`src/rtl/tnco_consts.vh`:
```
// tnco_consts.vh: constants for the timing oscillator control block
// assumes inclusion by bare name from rtl/ design files
`ifndef TNCO_CONSTS_VH
`define TNCO_CONSTS_VH

// ----------------------------------------------------------------
// register word addresses
// ----------------------------------------------------------------
`define TNCO_ADDR_W 5
`define TNCO_ADDR_CONFIG 5'h0b
`define TNCO_ADDR_FREQ_HOLD 5'h0c
`define TNCO_ADDR_PHASE_HOLD 5'h0d
`define TNCO_ADDR_FREQ_STROBE 5'h0e
`define TNCO_ADDR_PHASE_STROBE 5'h0f
`define TNCO_ADDR_FREQ_ACTIVE 5'h10
`define TNCO_ADDR_PHASE_ACTIVE 5'h11
`define TNCO_ADDR_ACC_PHASE 5'h12
`define TNCO_ADDR_SYNC_COUNT 5'h13

// ----------------------------------------------------------------
// configuration field positions
// ----------------------------------------------------------------
`define TNCO_CFG_LOAD_ZERO_BIT 0
`define TNCO_CFG_CLR_ACC_BIT 1
`define TNCO_CFG_OFS_EN_BIT 2
`define TNCO_CFG_OFS_WIDTH_LSB 3
`define TNCO_CFG_OFS_WIDTH_MSB 4
`define TNCO_CFG_SYNC_EN_BIT 5
`define TNCO_CFG_W 6

// ----------------------------------------------------------------
// widths and reset values
// ----------------------------------------------------------------
`define TNCO_DATA_W 32
`define TNCO_FREQ_W 32
`define TNCO_PHASE_W 8
`define TNCO_SYNC_CNT_W 16
`define TNCO_CFG_RST 6'h00
`define TNCO_FREQ_RST 32'h00000000
`define TNCO_PHASE_RST 8'h00
`define TNCO_SYNC_CNT_RST 16'h0000

`endif

```
`src/rtl/tnco_sync_edge.v`:
```
// tnco_sync_edge.v: assertion detector for the external sync pin
// assumes the pin is synchronous to the processing clock
`timescale 1ns/10ps
module tnco_sync_edge (
    // clock and reset
    input wire core_clk_i,
    input wire rst_b_i,
    // pin and result
    input wire sync_i,
    output wire rise_o
);

    reg level_q;
    reg rise_q;

    // ----------------------------------------------------------------
    // sample and detect one pulse per assertion
    // ----------------------------------------------------------------
    always @(posedge core_clk_i or negedge rst_b_i) begin
        if (!rst_b_i) begin
            level_q <= 1'b0;
            rise_q <= 1'b0;
        end else begin
            level_q <= sync_i;
            rise_q <= sync_i & ~level_q;
        end
    end

    assign rise_o = rise_q;

endmodule // tnco_sync_edge

```
`src/rtl/tnco_phase_acc.v`:
```
// tnco_phase_acc.v: phase accumulator with offset adder
// assumes one-cycle sample strobes and control from the top module
`timescale 1ns/10ps
module tnco_phase_acc #(
    parameter ACC_W = 32,
    parameter OFS_W = 8
) (
    // clock and reset
    input wire core_clk_i,
    input wire rst_b_i,
    // control
    input wire sample_i,
    input wire [ACC_W-1:0] inc_i,
    input wire clr_fb_i,
    input wire zero_i,
    input wire [OFS_W-1:0] phase_ofs_i,
    // results
    output wire [ACC_W-1:0] acc_o,
    output wire [ACC_W-1:0] phase_o
);

    reg [ACC_W-1:0] acc_q;
    reg [ACC_W-1:0] phase_q;
    wire [ACC_W-1:0] fb;
    wire [ACC_W-1:0] acc_sum;

    // ----------------------------------------------------------------
    // feedback path and accumulation
    // ----------------------------------------------------------------
    assign fb = clr_fb_i ? {ACC_W{1'b0}} : acc_q;
    assign acc_sum = fb + inc_i;

    always @(posedge core_clk_i or negedge rst_b_i) begin
        if (!rst_b_i) begin
            acc_q <= {ACC_W{1'b0}};
            phase_q <= {ACC_W{1'b0}};
        end else begin
            if (zero_i) begin
                acc_q <= {ACC_W{1'b0}};
            end else if (sample_i) begin
                acc_q <= acc_sum;
            end
            phase_q <= acc_q + {phase_ofs_i, {(ACC_W-OFS_W){1'b0}}};
        end
    end

    assign acc_o = acc_q;
    assign phase_o = phase_q;

endmodule // tnco_phase_acc

```
`src/rtl/tnco_ctrl.v`:
```
// tnco_ctrl.v: timing oscillator control, holding and active registers
// assumes a plain register port and pins synchronous to core_clk_i
//
// Overview of operation
// sync enable clear means the external sync pin is ignored.
// enabled sync assertion copies both holding registers into active registers.
// enabled sync with load-on-update set also zeroes accumulator feedback.
// offset enable clear presents zero offset; set passes offset frequency through.
// clear-accumulator bit set forces accumulator feedback to zero.
// load-on-update set: frequency strobe zeroes feedback while updating active values.
// center frequency is a 32-bit word, bit 31 the MSB.
// center frequency write loads holding only; active changes on strobe or sync.
// phase offset is an 8-bit field, bit 7 the MSB.
// phase offset write loads holding only; active changes on strobe or sync.
// any write to frequency strobe copies held frequency to active.
// any write to phase strobe copies held phase offset to active.
// all configuration and strobe effects run on the processing clock.
// configuration bits 31 to 6 are reserved and have no effect.
// each sample adds active frequency plus gated offset; phase offset added after.
// sync pin sampled on processing clock; one transfer per assertion when enabled.
`timescale 1ns/10ps
`include "tnco_consts.vh"
module tnco_ctrl #(
    parameter FREQ_W = 32,
    parameter PHASE_W = 8,
    parameter SYNC_CNT_W = 16
) (
    // clock and reset
    input wire core_clk_i,
    input wire rst_b_i,
    // register port
    input wire [`TNCO_ADDR_W-1:0] reg_addr_i,
    input wire [`TNCO_DATA_W-1:0] reg_wdata_i,
    input wire reg_wr_i,
    input wire reg_rd_i,
    output wire [`TNCO_DATA_W-1:0] reg_rdata_o,
    // external sync pin
    input wire external_sync_input_i,
    // datapath side
    input wire resamp_sample_i,
    input wire [FREQ_W-1:0] offset_freq_i,
    // oscillator state
    output wire [FREQ_W-1:0] nco_phase_o,
    output wire [FREQ_W-1:0] nco_acc_o,
    output wire [FREQ_W-1:0] active_freq_o,
    output wire [PHASE_W-1:0] active_phase_o,
    // configuration and load pulse out
    output wire [1:0] ofs_width_o,
    output wire ofs_en_o,
    output wire transfer_o
);

    // ----------------------------------------------------------------
    // declarations
    // ----------------------------------------------------------------
    reg [`TNCO_CFG_W-1:0] cfg_q;
    reg [`TNCO_CFG_W-1:0] cfg_d;
    reg [FREQ_W-1:0] freq_hold_q;
    reg [FREQ_W-1:0] freq_hold_d;
    reg [PHASE_W-1:0] phase_hold_q;
    reg [PHASE_W-1:0] phase_hold_d;
    reg [FREQ_W-1:0] freq_act_q;
    reg [FREQ_W-1:0] freq_act_d;
    reg [PHASE_W-1:0] phase_act_q;
    reg [PHASE_W-1:0] phase_act_d;
    reg [SYNC_CNT_W-1:0] sync_cnt_q;
    reg [SYNC_CNT_W-1:0] sync_cnt_d;
    reg [`TNCO_DATA_W-1:0] rdata_q;
    reg [`TNCO_DATA_W-1:0] rdata_d;
    reg transfer_q;
    reg transfer_d;
    reg zero_q;
    reg zero_d;
    reg [FREQ_W-1:0] ofs_gated;
    reg [`TNCO_DATA_W-1:0] rd_mux;

    wire wr_cfg;
    wire wr_freq_hold;
    wire wr_phase_hold;
    wire wr_freq_strobe;
    wire wr_phase_strobe;
    wire sync_rise;
    wire sync_xfer;
    wire freq_load;
    wire phase_load;
    wire sync_en;
    wire load_zero;
    wire clr_acc;
    wire [FREQ_W-1:0] inc;
    wire [FREQ_W-1:0] acc_val;
    wire [FREQ_W-1:0] phase_val;

    // ----------------------------------------------------------------
    // configuration field decode
    // ----------------------------------------------------------------
    assign sync_en = cfg_q[`TNCO_CFG_SYNC_EN_BIT];
    assign load_zero = cfg_q[`TNCO_CFG_LOAD_ZERO_BIT];
    assign clr_acc = cfg_q[`TNCO_CFG_CLR_ACC_BIT];

    // ----------------------------------------------------------------
    // write decode
    // ----------------------------------------------------------------
    assign wr_cfg = reg_wr_i && (reg_addr_i == `TNCO_ADDR_CONFIG);
    assign wr_freq_hold = reg_wr_i && (reg_addr_i == `TNCO_ADDR_FREQ_HOLD);
    assign wr_phase_hold = reg_wr_i && (reg_addr_i == `TNCO_ADDR_PHASE_HOLD);
    assign wr_freq_strobe = reg_wr_i && (reg_addr_i == `TNCO_ADDR_FREQ_STROBE);
    assign wr_phase_strobe = reg_wr_i && (reg_addr_i == `TNCO_ADDR_PHASE_STROBE);

    // ----------------------------------------------------------------
    // external sync detection
    // ----------------------------------------------------------------
    tnco_sync_edge u_sync (
        .core_clk_i(core_clk_i),
        .rst_b_i(rst_b_i),
        .sync_i(external_sync_input_i),
        .rise_o(sync_rise)
    );

    assign sync_xfer = sync_rise & sync_en;
    assign freq_load = wr_freq_strobe | sync_xfer;
    assign phase_load = wr_phase_strobe | sync_xfer;

    // ----------------------------------------------------------------
    // configuration register
    // ----------------------------------------------------------------
    always @* begin
        cfg_d = cfg_q;
        if (wr_cfg) begin
            cfg_d = reg_wdata_i[`TNCO_CFG_W-1:0];
        end
    end

    // ----------------------------------------------------------------
    // holding registers
    // ----------------------------------------------------------------
    always @* begin
        freq_hold_d = freq_hold_q;
        if (wr_freq_hold) begin
            freq_hold_d = reg_wdata_i[FREQ_W-1:0];
        end
    end

    always @* begin
        phase_hold_d = phase_hold_q;
        if (wr_phase_hold) begin
            phase_hold_d = reg_wdata_i[PHASE_W-1:0];
        end
    end

    // ----------------------------------------------------------------
    // active registers
    // ----------------------------------------------------------------
    always @* begin
        freq_act_d = freq_act_q;
        if (freq_load) begin
            freq_act_d = freq_hold_q;
        end
    end

    always @* begin
        phase_act_d = phase_act_q;
        if (phase_load) begin
            phase_act_d = phase_hold_q;
        end
    end

    // ----------------------------------------------------------------
    // feedback zeroing on update
    // ----------------------------------------------------------------
    always @* begin
        zero_d = 1'b0;
        if (load_zero && (wr_freq_strobe || sync_xfer)) begin
            zero_d = 1'b1;
        end
    end

    // ----------------------------------------------------------------
    // sync transfer counter
    // ----------------------------------------------------------------
    always @* begin
        sync_cnt_d = sync_cnt_q;
        if (sync_xfer) begin
            sync_cnt_d = sync_cnt_q + {{(SYNC_CNT_W-1){1'b0}}, 1'b1};
        end
    end

    // ----------------------------------------------------------------
    // read mux
    // ----------------------------------------------------------------
    always @* begin
        rd_mux = {`TNCO_DATA_W{1'b0}};
        case (reg_addr_i)
            `TNCO_ADDR_CONFIG: begin
                rd_mux[`TNCO_CFG_W-1:0] = cfg_q;
            end
            `TNCO_ADDR_FREQ_HOLD: begin
                rd_mux[FREQ_W-1:0] = freq_hold_q;
            end
            `TNCO_ADDR_PHASE_HOLD: begin
                rd_mux[PHASE_W-1:0] = phase_hold_q;
            end
            `TNCO_ADDR_FREQ_ACTIVE: begin
                rd_mux[FREQ_W-1:0] = freq_act_q;
            end
            `TNCO_ADDR_PHASE_ACTIVE: begin
                rd_mux[PHASE_W-1:0] = phase_act_q;
            end
            `TNCO_ADDR_ACC_PHASE: begin
                rd_mux[FREQ_W-1:0] = acc_val;
            end
            `TNCO_ADDR_SYNC_COUNT: begin
                rd_mux[SYNC_CNT_W-1:0] = sync_cnt_q;
            end
            default: begin
                rd_mux = {`TNCO_DATA_W{1'b0}};
            end
        endcase
    end

    always @* begin
        rdata_d = {`TNCO_DATA_W{1'b0}};
        if (reg_rd_i) begin
            rdata_d = rd_mux;
        end
    end

    // ----------------------------------------------------------------
    // offset frequency gating
    // ----------------------------------------------------------------
    always @* begin
        ofs_gated = {FREQ_W{1'b0}};
        if (cfg_q[`TNCO_CFG_OFS_EN_BIT]) begin
            ofs_gated = offset_freq_i;
        end
    end

    assign inc = freq_act_q + ofs_gated;

    // ----------------------------------------------------------------
    // load pulse
    // ----------------------------------------------------------------
    always @* begin
        transfer_d = freq_load | phase_load;
    end

    // ----------------------------------------------------------------
    // state registers, all on the processing clock
    // ----------------------------------------------------------------
    always @(posedge core_clk_i or negedge rst_b_i) begin
        if (!rst_b_i) begin
            cfg_q <= `TNCO_CFG_RST;
        end else begin
            cfg_q <= cfg_d;
        end
    end

    always @(posedge core_clk_i or negedge rst_b_i) begin
        if (!rst_b_i) begin
            freq_hold_q <= `TNCO_FREQ_RST;
        end else begin
            freq_hold_q <= freq_hold_d;
        end
    end

    always @(posedge core_clk_i or negedge rst_b_i) begin
        if (!rst_b_i) begin
            phase_hold_q <= `TNCO_PHASE_RST;
        end else begin
            phase_hold_q <= phase_hold_d;
        end
    end

    always @(posedge core_clk_i or negedge rst_b_i) begin
        if (!rst_b_i) begin
            freq_act_q <= `TNCO_FREQ_RST;
        end else begin
            freq_act_q <= freq_act_d;
        end
    end

    always @(posedge core_clk_i or negedge rst_b_i) begin
        if (!rst_b_i) begin
            phase_act_q <= `TNCO_PHASE_RST;
        end else begin
            phase_act_q <= phase_act_d;
        end
    end

    always @(posedge core_clk_i or negedge rst_b_i) begin
        if (!rst_b_i) begin
            sync_cnt_q <= `TNCO_SYNC_CNT_RST;
        end else begin
            sync_cnt_q <= sync_cnt_d;
        end
    end

    always @(posedge core_clk_i or negedge rst_b_i) begin
        if (!rst_b_i) begin
            rdata_q <= {`TNCO_DATA_W{1'b0}};
        end else begin
            rdata_q <= rdata_d;
        end
    end

    always @(posedge core_clk_i or negedge rst_b_i) begin
        if (!rst_b_i) begin
            transfer_q <= 1'b0;
        end else begin
            transfer_q <= transfer_d;
        end
    end

    always @(posedge core_clk_i or negedge rst_b_i) begin
        if (!rst_b_i) begin
            zero_q <= 1'b0;
        end else begin
            zero_q <= zero_d;
        end
    end

    // ----------------------------------------------------------------
    // phase accumulator
    // ----------------------------------------------------------------
    tnco_phase_acc #(
        .ACC_W(FREQ_W),
        .OFS_W(PHASE_W)
    ) u_acc (
        .core_clk_i(core_clk_i),
        .rst_b_i(rst_b_i),
        .sample_i(resamp_sample_i),
        .inc_i(inc),
        .clr_fb_i(clr_acc),
        .zero_i(zero_q),
        .phase_ofs_i(phase_act_q),
        .acc_o(acc_val),
        .phase_o(phase_val)
    );

    // ----------------------------------------------------------------
    // outputs
    // ----------------------------------------------------------------
    assign reg_rdata_o = rdata_q;
    assign nco_phase_o = phase_val;
    assign nco_acc_o = acc_val;
    assign active_freq_o = freq_act_q;
    assign active_phase_o = phase_act_q;
    assign ofs_width_o = cfg_q[`TNCO_CFG_OFS_WIDTH_MSB:`TNCO_CFG_OFS_WIDTH_LSB];
    assign ofs_en_o = cfg_q[`TNCO_CFG_OFS_EN_BIT];
    assign transfer_o = transfer_q;

endmodule // tnco_ctrl

```
`config.mk`:
```
export PLATFORM = sky130hd
export DESIGN_NAME = tnco_ctrl
export DESIGN_NICKNAME = d
export VERILOG_FILES = /design/src/rtl/tnco_sync_edge.v /design/src/rtl/tnco_phase_acc.v /design/src/rtl/tnco_ctrl.v
export VERILOG_INCLUDE_DIRS = /design/src /design/src/rtl
export SDC_FILE = /design/constraint.sdc
export NUM_CORES = 1
export LEC_CHECK = 0
export ABC_AREA = 1
export BUFFER_PORTS_ARGS = -buffer_cell sky130_fd_sc_hd__buf_2
export CAP_MARGIN = 20
export CORE_MARGIN = 5
export CORE_UTILIZATION = 55
export DETAILED_ROUTE_END_ITERATION = 10
export GPL_TIMING_DRIVEN = 1
export PLACE_DENSITY = 0.79
export SYNTH_ARGS = -nofsm -noshare
export SYNTH_HDL_FRONTEND = slang
export SYNTH_SLANG_ARGS = --single-unit
```
`constraint.sdc`:
```
create_clock -name core_clk_i -period 6.23 [get_ports core_clk_i]
set_input_delay 1.246 -clock core_clk_i [delete_from_list [all_inputs] [get_ports core_clk_i]]
set_output_delay 1.246 -clock core_clk_i [all_outputs]
set_load 0.1 [all_outputs]
```
## Word-level counts from Yosys, hierarchy flattened

Index checks and enable logic that the tools add are counted.

| storage, ports and cells | value |
|---|---|
| flip-flop bits (word level) | 202 |
| input port bits | 75 |
| output and inout port bits | 140 |
| word-level logic and storage cells | 50 |

| cells by class | value |
|---|---|
| muxes and demuxes | 10 |
| reductions and logical operators | 8 |
| add/subtract/negate cells | 4 |
| bitwise gates (word level) | 6 |
| equality and inequality tests | 9 |

Operators with widths:

| operator | count |
|---|---|
| $mux 32 | 5 |
| $add 32x32->32 | 3 |
| $pmux 16 s3 | 1 |
| $pmux 6 s7 | 1 |
| $pmux 8 s4 | 1 |
| $eq 5x4->1 const B | 5 |
| $eq 5x5->1 const B | 4 |
| $add 16x1->16 const B | 1 |
| $pmux 2 s6 | 1 |
| $logic_and 1x1->1 | 6 |
| $or 1x1->1 | 3 |
| $and 1x1->1 | 2 |
| $reduce_bool 2->1 | 1 |
| $logic_or 1x1->1 | 1 |
| $mux 1 | 1 |
| $not 1->1 | 1 |

## Longest topological paths before layout

Gate-level depths: netlist (run 1).

| depth | value |
|---|---|
| depth after elaboration | 5 |
| depth in mapped cells | 18 |
| mapped depth without buffers | 16 |

## Cells and area by module

A second synthesis (run 1) with hierarchy kept.

| second synthesis, totals | value |
|---|---|
| cells, all modules | 2000 |
| area total of the unflattened synthesis | 13619.3 um^2 |

By module, submodules not included:

| module | sequential area each (um^2) | times used | area an instance (um^2) | cells each |
|---|---|---|---|---|
| tnco_ctrl | 3403.3 | 1 | 8697.1 | 1237 |
| tnco_phase_acc | 1601.5 | 1 | 4862.2 | 759 |
| tnco_sync_edge | 50.0 | 1 | 60.1 | 4 |

## Worst setup path after synthesis (run 1)

Ideal clock, no wire load.

| timing | value |
|---|---|
| path kind | register to register |
| start | register cfg_q[2] |
| end | register u_acc.acc_q[25] (netlist: u_acc.acc_o[25]) |
| buffers on the path | 2 |
| required time | 6.110 ns |
| setup time | 0.120 ns |
| arrival | 3.411 ns |
| period minus slack after synthesis | 3.531 ns |
| setup slack | 2.699 ns |
| stages on the path, launching flop included | 18 |
| path through | dfrtp_1 buf_2 clkbuf_1 nand2_1 inv_1 fa_1 ha_1 fa_1 nand3_1 nand3_1 nand2_1 nand2_1 nand2_1 nand2_1 nand2_1 nand3_1 nand3_1 nand2_1 |

| on the way | value |
|---|---|
| longest elaborated chain between the ends | 5 |

RTL lines:

| element | line | source |
|---|---|---|
| from (decl) | tnco_ctrl.v:56 | `` reg [`TNCO_CFG_W-1:0] cfg_q; `` |
| from (signal assigned) | tnco_ctrl.v:251 | `` cfg_q <= `TNCO_CFG_RST; `` |
| from (signal assigned) | tnco_ctrl.v:253 | `cfg_q <= cfg_d;` |
| $mux 32 | tnco_ctrl.v:232 | `` if (cfg_q[`TNCO_CFG_OFS_EN_BIT]) begin `` |
| $add 32x32->32 | tnco_ctrl.v:237 | `assign inc = freq_act_q + ofs_gated;` |
| $add 32x32->32 | tnco_phase_acc.v:31 | `assign acc_sum = fb + inc_i;` |
| $mux 32 | tnco_phase_acc.v:40 | `end else if (sample_i) begin` |
| $mux 32 | tnco_phase_acc.v:38 | `if (zero_i) begin` |
| to (signal assigned) | tnco_phase_acc.v:35 | `acc_q <= {ACC_W{1'b0}};` |
| to (signal assigned) | tnco_phase_acc.v:39 | `acc_q <= {ACC_W{1'b0}};` |
| to (signal assigned) | tnco_phase_acc.v:41 | `acc_q <= acc_sum;` |
| to (decl) | tnco_phase_acc.v:22 | `reg [ACC_W-1:0] acc_q;` |

No other way between the ends. The select of a mux whose other input is x is not followed.
A chain may end at the register's enable or synchronous reset.

## Final worst setup path (run 1)

| timing | value |
|---|---|
| start | register cfg_q[1] |
| end | register u_acc.acc_q[20] (netlist: u_acc.acc_o[20]) |

| on the way | value |
|---|---|
| longest elaborated chain between the ends | 4 |

RTL lines:

| element | line | source |
|---|---|---|
| $mux 32 | tnco_phase_acc.v:30 | `assign fb = clr_fb_i ? {ACC_W{1'b0}} : acc_q;` |
| $add 32x32->32 | tnco_phase_acc.v:31 |  |
| $mux 32 | tnco_phase_acc.v:40 |  |
| $mux 32 | tnco_phase_acc.v:38 |  |

No other way between the ends. The select of a mux whose other input is x is not followed.

==> results of run 1 <==
## sequential cells by signal, indices dropped and copies added (netlist names)
signal          count
phase_hold_q        8
u_acc.phase_o      32
active_phase_o      8
zero_q              1
reg_rdata_o        32
freq_hold_q        32
u_sync.rise_o       1
transfer_o          1
sync_cnt_q         16
active_freq_o      32
u_sync.level_q      1
u_acc.acc_o        32
cfg_q               6
## worst register-to-register path: cells and delay by family, from the launching register on
family | cells | cell delay (ns)
adder cells (fa/ha/maj) | 2 | 0.84
AND/OR/NAND/NOR | 8 | 1.15
AO/OA/AOI/OAI | 1 | 0.07
flip-flops | 1 | 0.76
buffers and inverters | 2 | 0.46
## through the flow
step                        util  cells
after global routing      0.6619   1920
final                     0.6619   1920
after global placement    0.6267   1881
after CTS                 0.6619   1920
after detailed placement  0.6267   1881
after floorplan                -   1428
## cell usage after synthesis (15+ instances only)
cell / n / area share
xor2_1: 16 / 0.012
ha_1: 38 / 0.041
nand3_1: 43 / 0.019
fa_1: 33 / 0.057
dfrtp_1: 202 / 0.44
mux2_1: 20 / 0.020
o22ai_1: 17 / 0.0093
nand2_1: 430 / 0.14
clkbuf_1: 21 / 0.0069
o221ai_1: 15 / 0.011
inv_1: 254 / 0.083
o21ai_0: 92 / 0.040
a21oi_1: 42 / 0.018
nor2_1: 104 / 0.034
## final cells by class
| type | instances | area [um2] |
|---|---|---|
| fillers | 1739 | 6908 |
| multi-input cells | 927 | 5283 |
| flip-flops and latches | 202 | 5055 |
| repair buffers | 222 | 1152 |
| inverters | 260 | 975.9 |
| clock buffers | 29 | 638.1 |
| well taps | 270 | 337.8 |
| clock inverters | 10 | 80.08 |
## kinds of logic after synthesis
| family | synth area share |
|---|---|
| compound gates | 0.09853 |
| xor+xnor | 0.01829 |
| fa+ha+maj | 0.09886 |
| buf+inv | 0.1005 |
| flops | 0.4398 |
| mux | 0.02482 |
| simple gates | 0.2192 |
## routing by layer
layer,vias to the layer above,track usage,part of all wire
li1,4857,-,-
met1,4818,0.3976,0.41
met2,419,0.4663,0.46
met3,90,0.04694,0.087
met4,2,0.1018,0.036
met5,-,0,0.00038
## path summary, 6_finish.rpt
| kind | start | end | depth (start not counted) |
|---|---|---|---|
| worst max-delay path | cfg_q[1] | u_acc.acc_o[20] | 13 |
| worst min-delay path | u_sync.level_q | u_sync.rise_o | 1 |
| worst max register to register | cfg_q[1] | u_acc.acc_o[20] | 13 |
| worst min register to register | u_sync.level_q | u_sync.rise_o | 1 |
| max in group asynchronous | rst_b_i | active_freq_o[23] | 2 |
| min in group asynchronous | rst_b_i | sync_cnt_q[4] | 1 |
==> impl_metrics.tcl, run 1 <==
set metrics [dict create \
    status "completed" \
    syn_avg_cell_area_um2 8.048 \
    hold_violations 0 \
    finalSetupViolCount 0 \
    post_dp_cell_area_um2 12800 \
    setup_tns_ns 0 \
    diodes 0 \
    critPathBufInv 2 \
    path_max_fanout 19 \
    hold_path_class "flip-flop to flip-flop" \
    syn_to_final_growth_pct 17.66 \
    worst_path_max_delay_cell "dfrtp_1" \
    wirelength_um 34360 \
    worst_pin_slew_ns 1.094 \
    fin_crit_ns 3.395 \
    firstDrtPassIters 6 \
    maxCapViolations 0 \
    fmax_mhz 294.5 \
    initial_core_util 0.5625 \
    synth.cell_area_um2 11490 \
    path_delay_family "simple AND/OR/NAND/NOR gates" \
    drc 0 \
    crit_path_end_kind "flip-flop" \
    wl_per_cell_um 17.90 \
    pin_count 215 \
    dp_slack_ns 2.449 \
    insertion_delay_ns 0.52 \
    grt_max_degree 107 \
    yosysUniqueCellTypes 42 \
    synth_nets 1574 \
    viasPerCell 5.305 \
    cts_tree "built" \
    placementRows 52 \
    worstPathCellList "buf_4 > nor2_1 > fa_1 > ha_1 > nand2_1 > inv_1 > nand2_1 > nor2_1 > nand4_1 > nand3_1 > nand2_1 > nand2_1 > o21ai_0" \
    synth_edf_count 0 \
    clkTransAtPathRegs_ns 0.06 \
    crit_top_cell "nand2_1" \
    maxSlewViolCount 0 \
    yosysSeqAreaShare 0.4398 \
    grt_pass1_vias 10400 \
    io_buffers 214 \
    hpwl_um 25280 \
    grt_pass1_wl_um 55040 \
    cts-root-buf "clkbuf_16" \
    ant_nets 0 \
    dieArea_um2 23890 \
    mostFrequentLayoutCells "nand2_1 (430), inv_1 (254), buf_2 (213)" \
    layout_commonest_cell "nand2_1" \
    startpoint_type "flip-flop" \
    maxSlewHeadroom 0.2688 \
    clk_path_buf_depth 3 \
    cp_data_arrival_time_ns 3.78 \
    netlist_instances 1428 \
    fp.coreArea_um2 20430 \
    drive_above_1_share 0.1758 \
    final_area_um2 13520 \
    layout_setup_ws_ns 2.835 \
    reg2reg_slack_ns 2.83 \
    die_w_um 154.6 \
    rsz0062_at_grt "no" \
    track_usage 0.2885 \
    ys_warn_count 0 \
    grt-ovfl-total 0 \
    antenna_found_initial 2 \
    synthFlopType "dfrtp_1" \
    ys_ff_latch 202 \
    skew_ns 0.02163 \
    async_reset_ff_frac 1.000 \
    numCtsBuffers 22 \
    cts_setup_buffers 0 \
    cpPeakStageDelay_ns 0.76 \
    cts_resized 0 \
    place.gp.congestion 0.9514 \
    hold_buffers 0 \
    fin_nets 1781 \
    fin_crit_sh 0.5450 \
    drt-initial-drc-count 741 \
    criticalPathCategory "flip-flop to flip-flop" \
    fp.dieH_um 154.6 \
    htree_levels 1 \
    cts_sinks 202 \
    cp_data_required_time_ns 6.61 \
    vias 10186 \
    hold_ws_ns 0.4021 \
]
Power of run 1 is left out: the tool's default activity adds up to more than one toggle a clock period on the data nets, which glitch-free logic cannot reach.
==> run 2: changes to the inputs <==
clock period = 3.45 ns   (was 6.23 ns; I/O delays follow)
==> run 2 against run 1 <==
Critical path depth rose by 2. Clock skew down 0.0098 ns. Via count up 1.3%. Utilization increased by 0.44 points. Die area is the same. Fmax is 11% higher. Sequential share of layout area is 0.24 points lower. Routed wire length is 1.0% higher. Register-to-register slack got worse by 2.5 ns.
==> impl_metrics.tcl, run 2 (synthesis results as in run 1) <==
set metrics [dict create \
    status "completed" \
    wl_per_cell_um 18.02 \
    wirelength_um 34700 \
    fin_crit_sh 0.8903 \
    path_max_fanout 14 \
    place.gp.congestion 0.9726 \
    pin_count 215 \
    drc 0 \
    hold_violations 0 \
    setup_tns_ns 0 \
    cpPeakStageDelay_ns 0.56 \
    cp_data_arrival_time_ns 3.46 \
    initial_core_util 0.5625 \
    grt_pass1_vias 10294 \
    cts-root-buf "clkbuf_16" \
    layout_commonest_cell "nand2_1" \
    cts_resized 0 \
    grt_max_degree 85 \
    antenna_found_initial 1 \
    drt-initial-drc-count 722 \
    syn_to_final_growth_pct 18.44 \
    reg2regPathDepth 15 \
    cts_tree "built" \
    cts_setup_buffers 0 \
    maxSlewHeadroom 0.3568 \
    critPathBufInv 2 \
    crit_top_cell "nand2_1" \
    worstPathCellList "buf_4 > nand2_1 > inv_1 > fa_1 > ha_1 > nand2_1 > nor2_1 > and2_1 > nand2_1 > nand2_1 > nand2_1 > nand2_1 > nand2_1 > nand3_1 > nand2_1" \
    startpoint_type "flip-flop" \
    hold_path_class "primary input to asynchronous set/reset pin" \
    cts_sinks 202 \
    fin_crit_ns 3.071 \
    hpwl_um 25630 \
    finalSetupViolCount 0 \
    fp.coreArea_um2 20430 \
    diodes 0 \
    grt-ovfl-total 0 \
    maxCapViolations 0 \
    rsz0062_at_grt "no" \
    clk_path_buf_depth 3 \
    vias 10315 \
    fin_nets 1790 \
    crit_path_end_kind "flip-flop" \
    maxSlewViolCount 0 \
    grt_pass1_wl_um 54910 \
    numCtsBuffers 23 \
    dieArea_um2 23890 \
    criticalPathCategory "flip-flop to flip-flop" \
    htree_levels 1 \
    track_usage 0.2887 \
    insertion_delay_ns 0.51 \
    io_buffers 214 \
    fmax_mhz 325.6 \
    cp_data_required_time_ns 3.84 \
    firstDrtPassIters 5 \
    hold_buffers 0 \
    r2r_start "cfg_q[2]" \
    ant_nets 0 \
    reg2reg_to "u_acc.acc_o[30]" \
    placementRows 52 \
    worst_pin_slew_ns 0.9634 \
    reg2reg_slack_ns 0.38 \
    skew_ns 0.01186 \
    mostFrequentLayoutCells "nand2_1 (430), inv_1 (254), buf_2 (213)" \
    path_delay_family "simple AND/OR/NAND/NOR gates" \
    worst_path_max_delay_cell "dfrtp_2" \
    fp.dieH_um 154.6 \
    viasPerCell 5.356 \
    die_w_um 154.6 \
    drive_above_1_share 0.1775 \
    clkTransAtPathRegs_ns 0.06 \
]
## run 2: cell count changes in the layout (fill, tap and decap cells not counted), sizes merged
cell	previous run	this run
clkbuf	30	32
clkinv	9	5
buf	221	229
inv	258	259
clkinvlp	2	1
## run 2: metrics by stage
stage	utilization	cell area, um2	instances	setup slack, ns	hold slack, ns
after detailed placement	0.6322	12910	1889	0.2972	0.3863
after global placement	0.6322	12910	1889	0.3462	0.3849
final	0.6663	13610	1926	0.3786	0.2506
after CTS	0.6663	13610	1926	0.4464	0.2698
after global routing	0.6663	13610	1926	0.2051	0.3061
after floorplan	-	11490	1428	0.2077	0.3763
## run 2: worst max path at each step
stage                startpoint         endpoint  cells past startpoint
6_report               cfg_q[2]  u_acc.acc_o[30]                     15
2_1_floorplan          cfg_q[2]  u_acc.acc_o[25]                     17
5_1_grt                cfg_q[2]  u_acc.acc_o[30]                     15
4_1_cts                cfg_q[2]  u_acc.acc_o[30]                     15
3_5_place_dp   offset_freq_i[1]  u_acc.acc_o[13]                     12
3_3_place_gp   offset_freq_i[1]  u_acc.acc_o[13]                     12
## run 2: per-layer routing
layer,global-route usage,share of wire,vias up
li1,-,-,4878
met1,0.3989,0.41,4869
met2,0.4657,0.47,478
met3,0.05253,0.090,88
met4,0.09336,0.033,2
met5,0,0.00037,-
## run 2: area by class of cell
type / instances / area (um2)
Fill cell: 1780 / 6818
Multi-Input combinational cell: 927 / 5283
Sequential cell: 202 / 5056
Timing Repair Buffer: 230 / 1262
Inverter: 260 / 975.9
Clock buffer: 31 / 635.6
Tap cell: 270 / 337.8
Clock inverter: 6 / 61.31
## run 2: worst register-to-register path: cells and delay by family (launching register included)
kind / cells / cell delay [ns]
flip-flops: 1 / 0.56
AND/OR/NAND/NOR: 11 / 1.31
adder cells (fa/ha/maj): 2 / 0.79
buffers and inverters: 2 / 0.29
Power of run 2 is left out for the same reason.
